===== src/design/pmic_irq_pkg.sv =====
// Constants shared by the interrupt status and pin configuration block.
// Assumes a 32-bit APB slave with one register per aligned word.
package pmic_irq_pkg;

  // Register indices as printed; byte address is four times the index
  localparam logic [15:0] STAT_CONV_IDX = 16'h4014;
  localparam logic [15:0] STAT_GPIO_IDX = 16'h4015;
  localparam logic [15:0] PIN_CFG_IDX = 16'h4017;
  // Added registers: source masks and pin trigger modes
  localparam logic [15:0] MASK_CONV_IDX = 16'h401C;
  localparam logic [15:0] MASK_GPIO_IDX = 16'h401D;
  localparam logic [15:0] TRIG_MODE_IDX = 16'h401E;

  // APB address width covering the byte addresses above
  localparam int ADDR_W = 18;

  // Converter and oscillator status field positions
  localparam int CONV2_HC_BIT = 9;
  localparam int CONV1_HC_BIT = 8;
  localparam int OSC_FAIL_BIT = 7;
  localparam int OSC_TAMPER_BIT = 6;
  localparam int CONV4_UV_BIT = 3;
  localparam int CONV1_UV_BIT = 0;

  // Used bits of the converter status register
  localparam logic [15:0] STAT_CONV_USED = 16'h03CF;
  // Used bits of the pin status register
  localparam logic [15:0] STAT_GPIO_USED = 16'h0FFF;

  // Pin configuration field positions and reset value
  localparam int OPEN_DRAIN_BIT = 1;
  localparam int OUT_MASK_BIT = 0;
  localparam logic OPEN_DRAIN_RST = 1'b1;
  localparam logic OUT_MASK_RST = 1'b0;

  // Flags reset clear, masks reset to all used bits set
  localparam logic [15:0] STAT_RST = 16'h0000;
  localparam logic [15:0] MASK_CONV_RST = STAT_CONV_USED;
  localparam logic [15:0] MASK_GPIO_RST = STAT_GPIO_USED;

  // Number of general-purpose pins, two trigger bits each
  localparam int GPIO_N = 12;
  localparam logic [23:0] TRIG_MODE_RST = 24'h000000;

  // Per-pin edge sensitivity
  typedef enum logic [1:0] {
    TRIG_RISE = 2'b00,
    TRIG_FALL = 2'b01,
    TRIG_BOTH = 2'b11,
    TRIG_OFF = 2'b10
  } pin_trigger_t;

endpackage


===== src/design/pmic_interrupt_status_irq.sv =====
// Interrupt status registers, source masks, pin trigger modes and the
// interrupt pin driver of the power-management device, on an APB slave.
// Assumes pclk at 10 MHz, event inputs asynchronous to it, and an
// external resolver that turns the pin output and enable into a wire.
//
// Decided for this implementation: register access over APB.
`timescale 1ns/1ps

module pmic_interrupt_status_irq (
  input wire logic pclk,
  input wire logic presetn,
  input wire logic psel,
  input wire logic penable,
  input wire logic pwrite,
  input wire logic [pmic_irq_pkg::ADDR_W-1:0] paddr,
  input wire logic [31:0] pwdata,
  input wire logic [3:0] pstrb,
  output logic [31:0] prdata,
  output logic pready,
  output logic pslverr,
  input wire logic [1:0] conv_high_current,
  input wire logic [3:0] conv_undervoltage,
  input wire logic osc_start_fail,
  input wire logic osc_tamper,
  input wire logic [pmic_irq_pkg::GPIO_N-1:0] gpio_in,
  output logic irq_pin_n_o,
  output logic irq_pin_oe
);

  // Byte addresses derived from register indices
  localparam logic [pmic_irq_pkg::ADDR_W-1:0] A_STAT_CONV =
    {pmic_irq_pkg::STAT_CONV_IDX, 2'b00};
  localparam logic [pmic_irq_pkg::ADDR_W-1:0] A_STAT_GPIO =
    {pmic_irq_pkg::STAT_GPIO_IDX, 2'b00};
  localparam logic [pmic_irq_pkg::ADDR_W-1:0] A_PIN_CFG =
    {pmic_irq_pkg::PIN_CFG_IDX, 2'b00};
  localparam logic [pmic_irq_pkg::ADDR_W-1:0] A_MASK_CONV =
    {pmic_irq_pkg::MASK_CONV_IDX, 2'b00};
  localparam logic [pmic_irq_pkg::ADDR_W-1:0] A_MASK_GPIO =
    {pmic_irq_pkg::MASK_GPIO_IDX, 2'b00};
  localparam logic [pmic_irq_pkg::ADDR_W-1:0] A_TRIG_MODE =
    {pmic_irq_pkg::TRIG_MODE_IDX, 2'b00};

  // Edge pulses of the converter and oscillator group
  logic [7:0] conv_rise;
  logic [7:0] conv_fall;
  // Edge pulses of the pins
  logic [pmic_irq_pkg::GPIO_N-1:0] gpio_rise;
  logic [pmic_irq_pkg::GPIO_N-1:0] gpio_fall;

  // Status flags, masks and configuration
  logic [15:0] stat_conv_q;
  logic [15:0] stat_conv_d;
  logic [15:0] stat_gpio_q;
  logic [15:0] stat_gpio_d;
  logic [15:0] mask_conv_q;
  logic [15:0] mask_gpio_q;
  logic [23:0] trig_mode_q;
  logic int_pin_open_drain_sel;
  logic int_pin_output_mask;

  // Set and clear vectors
  logic [15:0] set_conv;
  logic [15:0] set_gpio;
  logic [15:0] clr_conv;
  logic [15:0] clr_gpio;

  // APB decode
  logic setup_ph;
  logic wr_en;
  logic [31:0] wmask;
  logic addr_hit;
  logic [31:0] rd_mux;
  logic pend;
  logic irq_want;

  // Convenience names of the converter group status flags
  logic conv2_high_current_flag;
  logic conv1_high_current_flag;
  logic osc_start_fail_flag;
  logic osc_tamper_flag;

  event_edge_detect #(
    .WIDTH(8)
  ) u_conv_edges (
    .pclk(pclk),
    .presetn(presetn),
    .async_in({conv_high_current, osc_start_fail, osc_tamper, conv_undervoltage}),
    .rise(conv_rise),
    .fall(conv_fall)
  );

  event_edge_detect #(
    .WIDTH(pmic_irq_pkg::GPIO_N)
  ) u_gpio_edges (
    .pclk(pclk),
    .presetn(presetn),
    .async_in(gpio_in),
    .rise(gpio_rise),
    .fall(gpio_fall)
  );

  // Set vector for the converter status register
  always_comb begin
    set_conv = 16'h0000;
    set_conv[pmic_irq_pkg::CONV2_HC_BIT] = conv_rise[7];
    set_conv[pmic_irq_pkg::CONV1_HC_BIT] = conv_rise[6];
    set_conv[pmic_irq_pkg::OSC_FAIL_BIT] = conv_rise[5];
    set_conv[pmic_irq_pkg::OSC_TAMPER_BIT] = conv_rise[4] | conv_fall[4];
    set_conv[pmic_irq_pkg::CONV4_UV_BIT:pmic_irq_pkg::CONV1_UV_BIT] = conv_rise[3:0];
  end

  // Named views of the converter group, for debug visibility
  assign conv2_high_current_flag = stat_conv_q[pmic_irq_pkg::CONV2_HC_BIT];
  assign conv1_high_current_flag = stat_conv_q[pmic_irq_pkg::CONV1_HC_BIT];
  assign osc_start_fail_flag = stat_conv_q[pmic_irq_pkg::OSC_FAIL_BIT];
  assign osc_tamper_flag = stat_conv_q[pmic_irq_pkg::OSC_TAMPER_BIT];

  genvar g;
  generate
    for (g = 0; g < pmic_irq_pkg::GPIO_N; g++) begin : g_pin
      pmic_irq_pkg::pin_trigger_t mode;
      assign mode = pmic_irq_pkg::pin_trigger_t'(trig_mode_q[2*g+1:2*g]);
      assign set_gpio[g] = (mode == pmic_irq_pkg::TRIG_RISE) ? gpio_rise[g] :
                           (mode == pmic_irq_pkg::TRIG_FALL) ? gpio_fall[g] :
                           (mode == pmic_irq_pkg::TRIG_BOTH) ? (gpio_rise[g] | gpio_fall[g]) :
                           1'b0;
    end
  endgenerate
  // Unused upper bits of the pin status never set
  assign set_gpio[15:pmic_irq_pkg::GPIO_N] = '0;

  // Setup phase of a transfer
  assign setup_ph = psel & ~penable;
  // Write lands at the access edge the slave completes
  assign wr_en = psel & penable & pwrite & pready & ~pslverr;
  // Byte lanes from the strobes
  assign wmask = {{8{pstrb[3]}}, {8{pstrb[2]}}, {8{pstrb[1]}}, {8{pstrb[0]}}};

  assign clr_conv = (wr_en && paddr == A_STAT_CONV) ? (pwdata[15:0] & wmask[15:0]) : 16'h0000;
  assign clr_gpio = (wr_en && paddr == A_STAT_GPIO) ? (pwdata[15:0] & wmask[15:0]) : 16'h0000;

  // a same-cycle edge outranks the clear
  assign stat_conv_d = ((stat_conv_q & ~clr_conv) | set_conv) & pmic_irq_pkg::STAT_CONV_USED;
  assign stat_gpio_d = ((stat_gpio_q & ~clr_gpio) | set_gpio) & pmic_irq_pkg::STAT_GPIO_USED;

  // Status flags
  always_ff @(posedge pclk or negedge presetn) begin
    if (!presetn) begin
      stat_conv_q <= pmic_irq_pkg::STAT_RST;
      stat_gpio_q <= pmic_irq_pkg::STAT_RST;
    end else begin
      stat_conv_q <= stat_conv_d;
      stat_gpio_q <= stat_gpio_d;
    end
  end

  // Source masks and trigger modes
  always_ff @(posedge pclk or negedge presetn) begin
    if (!presetn) begin
      mask_conv_q <= pmic_irq_pkg::MASK_CONV_RST;
      mask_gpio_q <= pmic_irq_pkg::MASK_GPIO_RST;
      trig_mode_q <= pmic_irq_pkg::TRIG_MODE_RST;
    end else if (wr_en) begin
      // Byte-lane merge of each writable register
      if (paddr == A_MASK_CONV) begin
        mask_conv_q <= ((mask_conv_q & ~wmask[15:0]) | (pwdata[15:0] & wmask[15:0]))
                       & pmic_irq_pkg::STAT_CONV_USED;
      end
      if (paddr == A_MASK_GPIO) begin
        mask_gpio_q <= ((mask_gpio_q & ~wmask[15:0]) | (pwdata[15:0] & wmask[15:0]))
                       & pmic_irq_pkg::STAT_GPIO_USED;
      end
      if (paddr == A_TRIG_MODE) begin
        trig_mode_q <= (trig_mode_q & ~wmask[23:0]) | (pwdata[23:0] & wmask[23:0]);
      end
    end
  end

  // Pin configuration
  always_ff @(posedge pclk or negedge presetn) begin
    if (!presetn) begin
      int_pin_open_drain_sel <= pmic_irq_pkg::OPEN_DRAIN_RST;
      int_pin_output_mask <= pmic_irq_pkg::OUT_MASK_RST;
    end else if (wr_en && paddr == A_PIN_CFG && pstrb[0]) begin
      int_pin_open_drain_sel <= pwdata[pmic_irq_pkg::OPEN_DRAIN_BIT];
      int_pin_output_mask <= pwdata[pmic_irq_pkg::OUT_MASK_BIT];
    end
  end

  // Address decode and read mux
  always_comb begin
    addr_hit = 1'b1;
    rd_mux = 32'h0000_0000;
    unique case (paddr)
      A_STAT_CONV: begin
        rd_mux[15:0] = stat_conv_q;
      end
      A_STAT_GPIO: begin
        rd_mux[15:0] = stat_gpio_q;
      end
      A_PIN_CFG: begin
        rd_mux[pmic_irq_pkg::OPEN_DRAIN_BIT] = int_pin_open_drain_sel;
        rd_mux[pmic_irq_pkg::OUT_MASK_BIT] = int_pin_output_mask;
      end
      A_MASK_CONV: begin
        rd_mux[15:0] = mask_conv_q;
      end
      A_MASK_GPIO: begin
        rd_mux[15:0] = mask_gpio_q;
      end
      A_TRIG_MODE: begin
        rd_mux[23:0] = trig_mode_q;
      end
      default: begin
        // Unmapped address answers with an error
        addr_hit = 1'b0;
      end
    endcase
  end

  // APB answer: ready in the first access cycle, data caught at setup
  always_ff @(posedge pclk or negedge presetn) begin
    if (!presetn) begin
      pready <= 1'b0;
      pslverr <= 1'b0;
      prdata <= 32'h0000_0000;
    end else begin
      pready <= setup_ph;
      pslverr <= setup_ph & ~addr_hit;
      if (setup_ph && !pwrite && addr_hit) begin
        prdata <= rd_mux;
      end else if (setup_ph) begin
        prdata <= 32'h0000_0000;
      end
    end
  end

  // a set mask bit blocks its source
  assign pend = |(stat_conv_q & ~mask_conv_q) | |(stat_gpio_q & ~mask_gpio_q);
  assign irq_want = pend & ~int_pin_output_mask;

  // Active-low pin driver
  always_ff @(posedge pclk or negedge presetn) begin
    if (!presetn) begin
      irq_pin_n_o <= 1'b0;
      irq_pin_oe <= 1'b0;
    end else if (int_pin_open_drain_sel) begin
      // open drain pulls low only when asserted
      irq_pin_n_o <= 1'b0;
      irq_pin_oe <= irq_want;
    end else begin
      irq_pin_n_o <= ~irq_want;
      irq_pin_oe <= 1'b1;
    end
  end

  // Pin reads as asserted: driven low, whatever the driver kind
  logic pin_active;
  assign pin_active = irq_pin_oe & ~irq_pin_n_o;
endmodule


===== src/design/event_edge_detect.sv =====
// Synchroniser and edge detector for a vector of asynchronous event levels.
// Assumes inputs come from outside the pclk domain.
`timescale 1ns/1ps
module event_edge_detect #(
  parameter int WIDTH = 8
) (
  input wire logic pclk,
  input wire logic presetn,
  input wire logic [WIDTH-1:0] async_in,
  output logic [WIDTH-1:0] rise,
  output logic [WIDTH-1:0] fall
);

  // Three-stage chain; stage one is read only by stage two
  logic [WIDTH-1:0] meta_q;
  logic [WIDTH-1:0] sync_q;
  logic [WIDTH-1:0] prev_q;

  genvar i;
  generate
    for (i = 0; i < WIDTH; i++) begin : g_bit
      // Shift each input through the chain
      always_ff @(posedge pclk or negedge presetn) begin
        if (!presetn) begin
          meta_q[i] <= 1'b0;
          sync_q[i] <= 1'b0;
          prev_q[i] <= 1'b0;
        end else begin
          meta_q[i] <= async_in[i];
          sync_q[i] <= meta_q[i];
          prev_q[i] <= sync_q[i];
        end
      end
      assign rise[i] = sync_q[i] & ~prev_q[i];
      assign fall[i] = ~sync_q[i] & prev_q[i];
    end
  endgenerate

endmodule


===== config.mk =====
export PLATFORM = sky130hd
export DESIGN_NAME = pmic_interrupt_status_irq
export DESIGN_NICKNAME = d
export VERILOG_FILES = /design/src/design/pmic_irq_pkg.sv /design/src/design/pmic_interrupt_status_irq.sv /design/src/design/event_edge_detect.sv
export SDC_FILE = /design/constraint.sdc
export NUM_CORES = 1
export LEC_CHECK = 0
export BUFFER_PORTS_ARGS = -buffer_cell sky130_fd_sc_hd__clkbuf_2
export CAP_MARGIN = 0
export CORE_ASPECT_RATIO = 0.9
export CORE_MARGIN = 4
export CORE_UTILIZATION = 29
export CTS_BUF_LIST = sky130_fd_sc_hd__clkbuf_4 sky130_fd_sc_hd__clkbuf_8
export CTS_CLUSTER_SIZE = 28
export DETAILED_ROUTE_END_ITERATION = 6
export GPL_ROUTABILITY_DRIVEN = 0
export PLACE_DENSITY = 0.49
export SLEW_MARGIN = 20
export SYNTH_ARGS = -nofsm -noshare
export SYNTH_HDL_FRONTEND = slang
export SYNTH_SLANG_ARGS = --single-unit

===== constraint.sdc =====
create_clock -name pclk -period 2.5 [get_ports pclk]
set_input_delay 0.25 -clock pclk [delete_from_list [all_inputs] [get_ports pclk]]
set_output_delay 0.25 -clock pclk [all_outputs]
set_load 0.03 [all_outputs]

==> flow_metrics.py <==
metrics = {
    "timing": {
        "slew_headroom_pct": 60.0,
        "finalCritPeriodShare_pct": 85.3,
        "fin_skew_ns": 0.0107,
        "holdWs_ns": 0.0359,
        "rsz0062_at_grt": "false",
        "max_freq_ghz": 0.469,
        "hold_viol": 0,
        "fin_setup_tns_ns": 0,
        "worst_slew_pin_slew_ns": 0.599,
        "setup_viol": 0,
        "slew_viol_final": 0,
        "min_period_ns": 2.13,
    },
    "power_and_ir_drop": {
        "p_leak_nw": 3.95,
        "power_density_nw_per_um2": 609,
        "power.ir.vdd_worst_v": 0.000287,
    },
    "die": {
        "dieArea_um2": 25300,
        "die_height_um": 151,
        "die_x_um": 167,
        "io_pins": 115,
        "core_um2": 22500,
        "rows": 52,
        "initial_core_util_pct": 29.5,
    },
    "yosys": {
        "yosysSeqAreaShare_pct": 58.5,
        "async_reset_ff_share_pct": 100,
        "netlist_area_um2": 6630,
        "synth_edf_count": 0,
        "synth_cell_type_count": 49,
        "syn_avg_cell_area_um2": 12.2,
        "ys.flop_type": "dfrtp_1",
        "syn_inst": 543,
        "ys_seq_elements": 154,
        "yosys_warnings": 0,
    },
    "cells_and_area": {
        "fin_nets": 784,
        "drive_gt1_share_pct": 31.7,
        "fillers": 2226,
        "area_growth_pct": 23.8,
        "multiInputGateArea_um2": 2430,
        "antenna_cells": 0,
        "seq_area_um2": 3880,
    },
    "global_route": {
        "grt_antenna_before_repair": 0,
        "grt_pass1_vias": 4730,
        "grt_pass1_wl_um": 26300,
        "overflow": 0,
        "grt_usage_pct": 13.4,
        "grt_max_degree": 60,
    },
    "route": {
        "via_per_inst": 4.69,
        "highest_layer": "met4",
        "num_vias": 4652,
        "wl_met1_um": 7440,
        "route.antenna.remaining_nets": 0,
        "dr_wl_met2_um": 7740,
        "totalWireLength_um": 16600,
        "drc_errors": 0,
        "firstDrtPassIters": 5,
        "wl_per_cell_um": 16.7,
        "drt_iter0_markers": 236,
        "dr_wl_met3_um": 1290,
    },
    "clocking": {
        "cts_max_level": 4,
        "cts_buffers": 17,
        "cts_sinks": 154,
        "clkSlewWorstSetupHoldPaths_ns": 0.08,
        "post-cts-setup-buffer-count": 0,
        "clkLatencyLatePin_ns": 0.44,
        "clock-root-buffer": "clkbuf_8",
        "cts_tree": "built",
        "clock_path_buffers": 2,
    },
    "setup_path": {
        "critPathRequiredTime_ns": 2.87,
        "setup.worst_path.class": "reg2reg",
        "path_max_fanout": 6,
        "cp.arrival_ns": 2.51,
        "startpoint_type": "flip-flop",
        "reg2reg_depth": 4,
        "cp-end-kind": "flip-flop",
    },
    "run": {
        "cap_violations": 0,
    },
    "placement": {
        "place_hpwl_um": 11900,
        "port_buffers": 97,
    },
    "outcome": {
        "status": "complete, no violations",
    },
    "worst_hold_path": {
        "hold_depth": 2,
        "hold_class": "in2reg",
    },
}
[routing by layer]
layer	GRT usage [%]	up-vias
met5	0	-
met2	21.2	153
met1	17.7	2336
li1	-	2156
met4	3.25	0
met3	5.01	7
[through the flow]
step / instance area, um2 / cells / power, mW / setup WS, ns / util (%)
finish: 8210 / 991 / 5.00 / 0.366 / 36.5
global route: 8210 / 991 / 5.22 / 0.259 / 36.5
CTS: 8170 / 987 / 5.06 / 0.365 / 36.3
detailed placement: 7510 / 934 / 2.92 / 0.322 / 33.4
global placement: 7510 / 934 / 2.91 / 0.399 / 33.4
floorplan: 6660 / 550 / 2.75 / 0.469 / -
[synthesized netlist by cell type, drive strengths merged, types with 6 or more instances]
master | count | area share (%)
dfstp | 21 | 8.3
a22oi | 9 | 1.0
ha | 24 | 4.5
clkbuf | 10 | 0.57
a2bb2oi | 7 | 0.92
nor2 | 23 | 1.4
dfrtp | 133 | 50
mux2 | 43 | 7.3
mux2i | 19 | 2.9
nor4 | 6 | 1.1
a221oi | 10 | 1.3
nand3 | 14 | 1.1
nor3 | 7 | 1.1
o21ai | 32 | 2.4
inv | 59 | 3.3
nand2 | 37 | 2.1
a21o | 9 | 1.0
nand2b | 9 | 0.85
a22o | 20 | 2.6
buf | 14 | 1.4
[layout make-up]
cell class / count / area share [%]
timing repair buffer: 136 / 10.5
multi-input combinational: 313 / 29.6
clock inverter: 11 / 2.07
inverter: 59 / 2.70
tap: 297 / 4.53
sequential: 154 / 47.3
clock buffer: 21 / 3.37
[logic make-up (layout without fill, tap and decap cells)]
logic type,after synthesis,in the layout,synth area share [%]
compound gates,102,102,11.0
xor+xnor,1,1,0.132
fa+ha+maj,24,24,4.53
buf+inv,83,227,5.27
flops,154,154,58.5
mux,62,62,10.2
other cells,1,8,0.0566
simple gates,116,116,10.3
[repair_timing]
action	4_1_cts	5_1_grt
hold buffers	21	4
resized for setup	0	0
endpoints found under the hold margin	73	4
[where the power goes]
group / internal [mW] / switching [mW] / total [mW] / leakage (nW)
clock: 1.16 / 0.936 / 2.10 / 0.219
sequential: 2.54 / 0.0230 / 2.56 / 1.82
combinational: 0.134 / 0.200 / 0.334 / 1.90
total: 3.84 / 1.16 / 5.00 / 3.95
[layout by cell type (no fill, tap or decap), types with 4 or more instances in the layout]
master         Yosys  routed
dfstp_2           21      21
a21o_1             9       9
bufinv_16          0       4
nand3_1           14      14
clkbuf_2           0      96
nand2b_1           9       9
o21ai_0           32      32
clkbuf_8           0      19
mux2i_1           19      19
nor2_1            22      22
a2bb2oi_1          7       7
a222oi_1           4       4
o22ai_1            5       5
mux2_2            43      43
buf_4              9      13
ha_1              24      24
dlygate4sd3_1      0      25
conb_1             1       8
a221oi_1          10      10
a22oi_1            9       9
dfrtp_1          133     133
nand2_1           37      37
inv_1             59      59
a22o_1            20      20
[worst max-delay path: stages, from the launching register on]
cell and delay (ns):
dfrtp_1 0.39, and4b_1 0.35, nand3_1 0.36, nor4_4 0.57
mux2_2 0.40
[final timing paths]
| kind | start | end | slack [ns] |
|---|---|---|---|
| worst min-delay path | pwdata[22] | flip-flop | 0.04 |
| worst max register to register | pslverr | flip-flop | 0.37 |
| worst max-delay path | pslverr | flip-flop | 0.37 |
| worst min register to register | u_conv_edges.meta_q[5] | u_conv_edges.sync_q[5] | 0.35 |
| min in group asynchronous | presetn | u_conv_edges.prev_q[2] | 0.36 |
| max in group asynchronous | presetn | u_gpio_edges.meta_q[7] | 1.38 |
Note: power is estimated with default switching activity, not from simulation.
